## config.mk

```make
export PLATFORM = sky130hd
export DESIGN_NAME = svc_regs
export DESIGN_NICKNAME = d
export VERILOG_FILES = /design/src/core/svc_regs.v
export VERILOG_INCLUDE_DIRS = /design/src /design/src/inc
export SDC_FILE = /design/constraint.sdc
export NUM_CORES = 1
export LEC_CHECK = 0
export BUFFER_PORTS_ARGS = -buffer_cell sky130_fd_sc_hd__clkbuf_2
export CORE_ASPECT_RATIO = 0.9
export CORE_MARGIN = 8
export CORE_UTILIZATION = 54
export CTS_CLUSTER_SIZE = 16
export DETAILED_ROUTE_END_ITERATION = 16
export GPL_ROUTABILITY_DRIVEN = 1
export GPL_TIMING_DRIVEN = 0
export PLACE_DENSITY = 0.8
export SLEW_MARGIN = 5
export SYNTH_ARGS = -nofsm -noshare
export SYNTH_HDL_FRONTEND = slang
export SYNTH_SLANG_ARGS = --single-unit
```

## constraint.sdc

```tcl
create_clock -name core_clk -period 1.93 [get_ports core_clk]
set_input_delay 0.193 -clock core_clk [delete_from_list [all_inputs] [get_ports core_clk]]
set_output_delay 0.193 -clock core_clk [all_outputs]
set_load 0.005 [all_outputs]
```

## src/inc/svc_defs.vh

```
`ifndef SVC_DEFS_VH
`define SVC_DEFS_VH

// ************************************************************
// Register indices on the control port.
// ************************************************************
`define SVC_ADDR_LEFT 7'h6A
`define SVC_ADDR_RIGHT 7'h6B
`define SVC_ADDR_STATUS 7'h6C
`define SVC_ADDR_BEEP 7'h6F

// ************************************************************
// Field positions in the volume registers.
// ************************************************************
`define SVC_BIT_ENABLE 15
`define SVC_BIT_SILENCE 14
`define SVC_BIT_ZC 13
`define SVC_BIT_INV_EN 10
`define SVC_BIT_ROUTE 9
`define SVC_BIT_UPDATE 8
`define SVC_GAIN_HI 7
`define SVC_GAIN_LO 2

// ************************************************************
// Field positions in the beep register.
// ************************************************************
`define SVC_BIT_BEEP_EN 15
`define SVC_BEEP_HI 7
`define SVC_BEEP_LO 5

// ************************************************************
// Field positions in the status register.
// ************************************************************
`define SVC_STAT_LEFT_LO 0
`define SVC_STAT_RIGHT_LO 6
`define SVC_STAT_WAIT_LO 12

// ************************************************************
// Reset values.
// ************************************************************
`define SVC_RST_GAIN 6'h39
`define SVC_RST_ROUTE 1'h1
`define SVC_RST_BEEP_LVL 3'h0

`endif

```

## src/core/svc_regs.v

```verilog
`timescale 1ns/1ps
`include "svc_defs.vh"

// How it works
// Per-channel enable and mute bits, reset zero.
// Left bit 13 defers gain to zero cross.
// Right bit 13 defers gain to zero cross.
// Written volumes wait pending until update strobe.
// Strobe in either register updates both channels.
// Right bit 10 enables inverting amplifier.
// Route bit zero feeds inverting amplifier.
// Route bit one feeds output driver; resets one.
// Six-bit volume at bits 7:2, reset 0dB.
// Beep register: enable bit 15, level 7:5.

module svc_regs #(
    parameter ADDR_W = 7,
    parameter DATA_W = 16,
    parameter GAIN_W = 6,
    parameter BEEP_W = 3
) (
    input wire core_clk,
    input wire rstn,
    input wire [ADDR_W-1:0] addr,
    input wire [DATA_W-1:0] wr_data,
    input wire wr_en,
    input wire rd_en,
    output reg [DATA_W-1:0] rd_data,
    input wire left_zero_cross,
    input wire right_zero_cross,
    output wire left_out_b_enable,
    output wire left_out_b_silence,
    output wire [GAIN_W-1:0] left_out_b_gain,
    output wire right_out_b_enable,
    output wire right_out_b_silence,
    output wire [GAIN_W-1:0] right_out_b_gain,
    output reg right_inverting_amp_enable,
    output reg right_inverting_amp_route,
    output reg beep_path_enable,
    output reg [BEEP_W-1:0] beep_path_level
);

    // ************************************************************
    // Address decode.
    // ************************************************************
    wire hit_left;
    wire hit_right;
    wire hit_beep;
    wire [1:0] ch_hit;
    wire [1:0] ch_cross;
    wire update_strobe;

    assign hit_left = wr_en && (addr == `SVC_ADDR_LEFT);
    assign hit_right = wr_en && (addr == `SVC_ADDR_RIGHT);
    assign hit_beep = wr_en && (addr == `SVC_ADDR_BEEP);
    assign ch_hit = {hit_right, hit_left};
    assign ch_cross = {right_zero_cross, left_zero_cross};

    // The strobe bit is never stored, so it always reads back as zero.
    // shared update strobe
    assign update_strobe = (hit_left || hit_right) && wr_data[`SVC_BIT_UPDATE];

    // ************************************************************
    // Per-channel state.
    // ************************************************************
    genvar ch;
    generate
        for (ch = 0; ch < 2; ch = ch + 1)
        begin : g_ch
            reg enable;
            reg silence;
            reg zc;
            reg [GAIN_W-1:0] pend_gain;
            reg [GAIN_W-1:0] target_gain;
            reg [GAIN_W-1:0] active_gain;
            reg armed;
            wire next_zc;
            wire [GAIN_W-1:0] next_pend;

            // A strobe write carries its own volume word, so the word
            // written beside the strobe is the one that gets latched.
            assign next_zc = ch_hit[ch] ? wr_data[`SVC_BIT_ZC] : zc;
            assign next_pend = ch_hit[ch] ? wr_data[`SVC_GAIN_HI:`SVC_GAIN_LO] : pend_gain;

            // enable and mute
            always @(posedge core_clk)
            begin
                if (!rstn)
                begin
                    enable <= 1'h0;
                    silence <= 1'h0;
                    zc <= 1'h0;
                end
                else if (ch_hit[ch])
                begin
                    enable <= wr_data[`SVC_BIT_ENABLE];
                    silence <= wr_data[`SVC_BIT_SILENCE];
                    zc <= wr_data[`SVC_BIT_ZC];
                end
            end

            // pending volume word
            always @(posedge core_clk)
            begin
                if (!rstn)
                begin
                    pend_gain <= `SVC_RST_GAIN;
                end
                else
                begin
                    pend_gain <= next_pend;
                end
            end

            // A later strobe replaces a target still waiting for its
            // crossing; a strobe beats a crossing in the same cycle.
            // zero-cross deferral
            always @(posedge core_clk)
            begin
                if (!rstn)
                begin
                    target_gain <= `SVC_RST_GAIN;
                    active_gain <= `SVC_RST_GAIN;
                    armed <= 1'h0;
                end
                else if (update_strobe)
                begin
                    target_gain <= next_pend;
                    if (next_zc)
                    begin
                        armed <= 1'h1;
                    end
                    else
                    begin
                        active_gain <= next_pend;
                        armed <= 1'h0;
                    end
                end
                else if (armed && (ch_cross[ch] || !next_zc))
                begin
                    active_gain <= target_gain;
                    armed <= 1'h0;
                end
            end
        end
    endgenerate

    assign left_out_b_enable = g_ch[0].enable;
    assign left_out_b_silence = g_ch[0].silence;
    assign left_out_b_gain = g_ch[0].active_gain;
    assign right_out_b_enable = g_ch[1].enable;
    assign right_out_b_silence = g_ch[1].silence;
    assign right_out_b_gain = g_ch[1].active_gain;

    // ************************************************************
    // Right amplifier options.
    // ************************************************************
    // inverting amplifier enable
    always @(posedge core_clk)
    begin
        if (!rstn)
        begin
            right_inverting_amp_enable <= 1'h0;
        end
        else if (hit_right)
        begin
            right_inverting_amp_enable <= wr_data[`SVC_BIT_INV_EN];
        end
    end

    // Zero sends the gain stage to the inverting amplifier, one to the
    // output driver; reset keeps the plain driver path.
    // gain stage routing
    always @(posedge core_clk)
    begin
        if (!rstn)
        begin
            right_inverting_amp_route <= `SVC_RST_ROUTE;
        end
        else if (hit_right)
        begin
            right_inverting_amp_route <= wr_data[`SVC_BIT_ROUTE];
        end
    end

    // ************************************************************
    // Beep mixer.
    // ************************************************************
    // beep enable and level
    always @(posedge core_clk)
    begin
        if (!rstn)
        begin
            beep_path_enable <= 1'h0;
            beep_path_level <= `SVC_RST_BEEP_LVL;
        end
        else if (hit_beep)
        begin
            beep_path_enable <= wr_data[`SVC_BIT_BEEP_EN];
            beep_path_level <= wr_data[`SVC_BEEP_HI:`SVC_BEEP_LO];
        end
    end

    // ************************************************************
    // Read back.
    // ************************************************************
    reg [DATA_W-1:0] next_rd_data;

    // Volume registers read back the pending word, not the live gain;
    // the live gains and the waiting flags sit in the status register.
    // volume field layout
    always @*
    begin
        next_rd_data = {DATA_W{1'b0}};
        if (rd_en)
        begin
            case (addr)
                `SVC_ADDR_LEFT:
                begin
                    next_rd_data[`SVC_BIT_ENABLE] = g_ch[0].enable;
                    next_rd_data[`SVC_BIT_SILENCE] = g_ch[0].silence;
                    next_rd_data[`SVC_BIT_ZC] = g_ch[0].zc;
                    next_rd_data[`SVC_GAIN_HI:`SVC_GAIN_LO] = g_ch[0].pend_gain;
                end
                `SVC_ADDR_RIGHT:
                begin
                    next_rd_data[`SVC_BIT_ENABLE] = g_ch[1].enable;
                    next_rd_data[`SVC_BIT_SILENCE] = g_ch[1].silence;
                    next_rd_data[`SVC_BIT_ZC] = g_ch[1].zc;
                    next_rd_data[`SVC_BIT_INV_EN] = right_inverting_amp_enable;
                    next_rd_data[`SVC_BIT_ROUTE] = right_inverting_amp_route;
                    next_rd_data[`SVC_GAIN_HI:`SVC_GAIN_LO] = g_ch[1].pend_gain;
                end
                `SVC_ADDR_STATUS:
                begin
                    next_rd_data[`SVC_STAT_LEFT_LO+GAIN_W-1:`SVC_STAT_LEFT_LO] = g_ch[0].active_gain;
                    next_rd_data[`SVC_STAT_RIGHT_LO+GAIN_W-1:`SVC_STAT_RIGHT_LO] = g_ch[1].active_gain;
                    next_rd_data[`SVC_STAT_WAIT_LO] = g_ch[0].armed;
                    next_rd_data[`SVC_STAT_WAIT_LO+1] = g_ch[1].armed;
                end
                `SVC_ADDR_BEEP:
                begin
                    next_rd_data[`SVC_BIT_BEEP_EN] = beep_path_enable;
                    next_rd_data[`SVC_BEEP_HI:`SVC_BEEP_LO] = beep_path_level;
                end
                default:
                begin
                    next_rd_data = {DATA_W{1'b0}};
                end
            endcase
        end
    end

    // Read data is held only for the cycle after the strobe.
    always @(posedge core_clk)
    begin
        if (!rstn)
        begin
            rd_data <= {DATA_W{1'b0}};
        end
        else
        begin
            rd_data <= next_rd_data;
        end
    end

endmodule // svc_regs

```

==> metrics.txt <==
outcome finished, final reports clean; ANT cells 0; Final ANT Viol Nets 0; switching share of power 0.217; CTS Buffer Depth 2; critical path arrival slightly below 2 ns; Cell Count Post-Placement approximately 470; dpl hpwl ~6.6 mm; Core Region ~0.0053 mm^2; sequential fraction of design power 0.456; kind of critical path input pin to flop; worst reg2reg endpoint right_out_b_gain[4]$_SDFFE_PN1P_; total wire length just under 9 mm; Post-CTS Setup Inserts 0; Combinational Power Share 0.057; # setup viols final 0; Crit Reg-Reg Startpoint g_ch[1].armed$_SDFFE_PN0P_; Final Cycle Share 0.859; clock share of power 0.487; Initial Utilization 0.567; worst-skew pair later-pin latency 0.35 ns; post-synthesis sequential area ratio 0.439; Internal approximately 0.0023 W; Max Slew Vio Count 0; I/O Buffers between 60 and 70; CTS Root Cell clkbuf_8; number of synthesized register bits 66; 1st-iter DRT viols roughly 230; CTS tree yes; top fanout value on the critical path 10; Peak Freq 0.603 GHz; ys flop type dfxtp_1; hold path start wr_data[10]; total global-route track usage 0.220; CP bufs+invs 3; die height just under 90 um; post-synthesis cell count 345; startpoint types input pin; Crit path largest cell delay 0.64 ns; Ys Warns 0; site row count 25; Critical Path RT about 2.2 ns; worst slew pin tran between 0.7 and 0.8 ns; syn_area_per_cell around 8.7 um^2; largest net degree at the start of global routing 12; Remaining Overflow, GRT 0; initial antenna violation count 0; worst vdd ir 0.566 mV; Layout Cells excl Fill 489; worst hold path depth 3; Power Density approximately 820 mW/mm^2; hold slack 0.0652 ns; async set-reset flop share out of synthesis 0; vias per cell around 6; CTS H-tree depth 3; Residual DRC 0; Max Cap Violations 0; first-pass GRT wire length about 14 mm; nets@finish between 400 and 500; Layout Area Growth over Synthesis 21.3%; post-synthesis cell area ~0.003 mm^2; clock sink count between 60 and 70; final RePlAce weighted congestion slightly above 0.9; Worst setup EP type flop; vias in the first global route about 2,800; Final Hold Viols 0; relative slew slack 0.518; RSZ-0062 raised after global routing false; number of synthesized flops with an enable pin 0; # hold bufs at CTS 0; syn nets between 300 and 400; Clock Skews 0.0103 ns; Hold EP right_inverting_amp_enable$_SDFFE_PN0P_; Chip Width between 90 and 100 um; Critical Path, Cell by Cell clkbuf_2, nand4b_2, buf_2, clkbuf_1, nor3_1, and2_1; via count between 2,000 and 3,000; die area 0.00823 mm^2; wire length per cell between 15 and 20 um; leakage power around 1.4 nW; router iterations before antenna repair 5; # IOs 67; Post-CTS Resized 0; slowest CP cell nor3_1; Reg clk slew, reported paths 0.08 ns; critical path's top delay family simple AND/OR/NAND/NOR gates; Yosys cell types 40; Placement Setup Slack -0.0406 ns; share of cells above drive strength 1 0.258; HP Class input pin to flop; CTS Buf Count 9; Sw Pwr approximately 0.00065 W; Worst Slack Setup Final roughly 0.27 ns; min Tclk post-route roughly 1.7 ns; r2r setup slk roughly 0.67 ns; worst r2r path cells 5
==> routing by layer <==
layer,track usage,wire [um],up-vias
met3,0.0871,791,19
met5,0,0,-
met4,0.0892,191,0
met2,0.340,4110,124
li1,-,-,1411
met1,0.265,3680,1416
==> layout by cell type (no fill, tap or decap), types with 5 or more instances in the layout <==
master     n
a211oi_1  11
clkbuf_1  14
nand2_1   63
clkbuf_8  11
inv_1      8
dfxtp_1   66
clkbuf_2  61
a21oi_1   20
nor3_1     6
a22oi_1    7
and2_1     7
buf_2      7
a211oi_2   5
nand3_1    7
nor2_1    21
mux2i_1   12
o21ai_0   19
nor4_1    10
nor2b_1    6
mux2_2     9
==> cell usage after synthesis, drive strengths merged, types with 4 or more instances <==
cell / n / area, um^2
a2111o: 4 / 45.0
a211oi: 16 / 145
a21oi: 22 / 118
a22oi: 7 / 52.6
a32oi: 4 / 35.0
and2: 7 / 43.8
buf: 9 / 53.8
clkbuf: 14 / 52.6
dfxtp: 66 / 1320
inv: 8 / 30.0
mux2: 9 / 101
mux2i: 12 / 120
nand2: 63 / 236
nand3: 7 / 35.0
nor2: 21 / 78.8
nor2b: 6 / 37.5
nor3: 9 / 66.3
nor4: 10 / 62.6
o2111ai: 4 / 35.0
o211ai: 4 / 30.0
o21ai: 19 / 95.1
o32ai: 4 / 35.0
==> registers in the layout, indices dropped and copies added (netlist names), 2 cells and up <==
name              flops
rd_data              16
g_ch.pend_gain       12
g_ch.armed            2
beep_path_level       3
right_out_b_gain      6
g_ch.target_gain     12
g_ch.zc               2
left_out_b_gain       6
==> power groups by stage <==
stage / combinational, W / clock (W) / sequential, W
final: 0.000171 / 0.00146 / 0.00137
after global routing: 0.000185 / 0.00153 / 0.00137
after CTS: 0.000168 / 0.00146 / 0.00137
after detailed placement: 0.000166 / 0 / 0.00140
after global placement: 0.000164 / 0 / 0.00140
after floorplan: 0.0000981 / 0 / 0.00140
==> how the worst max path moves through the flow <==
stage / start / endpoint / slack (ns) / cells after the start
global route: addr[4] / rd_data[0]$_SDFF_PN0_ / 0.15 / 6
detailed placement: addr[4] / rd_data[1]$_SDFF_PN0_ / -0.04 / 6
CTS: addr[4] / rd_data[0]$_SDFF_PN0_ / 0.31 / 6
floorplan: addr[2] / right_out_b_gain[5]$_SDFFE_PN1P_ / 0.40 / 6
finish: addr[4] / rd_data[0]$_SDFF_PN0_ / 0.27 / 6
global placement: addr[4] / rd_data[8]$_SDFF_PN0_ / -0.01 / 6
==> worst min-delay path, stage by stage <==
cell,delay [ns]
clkbuf_2,0.08
nand2_1,0.04
a21oi_1,0.06
==> logic make-up after synthesis <==
logic type | Yosys count | synth area share
multiplexers | 21 | 0.0735
buffers and inverters | 31 | 0.0453
AND/OR/NAND/NOR | 132 | 0.211
flip-flops | 66 | 0.439
AO/OA/AOI/OAI | 95 | 0.232
==> layout make-up <==
cell class / count / area, um^2
fill: 450 / 1660
multi-input combinational: 248 / 1560
timing repair buffer: 61 / 305
inverter: 8 / 30.0
clock inverter: 5 / 100
sequential: 66 / 1320
buffer: 23 / 106
tap: 67 / 83.8
clock buffer: 11 / 151
==> stage by stage <==
step,utilization,total power [W],setup TNS (ns),instance area (um^2)
final,0.687,0.00299,0,3650
after global routing,0.687,0.00308,0,3650
after CTS,0.687,0.00300,0,3650
after detailed placement,0.640,0.00156,-0.194,3400
after global placement,0.640,0.00156,-0.0362,3400
after floorplan,-,0.00150,0,3010
Power figures use the tool's default switching activity.
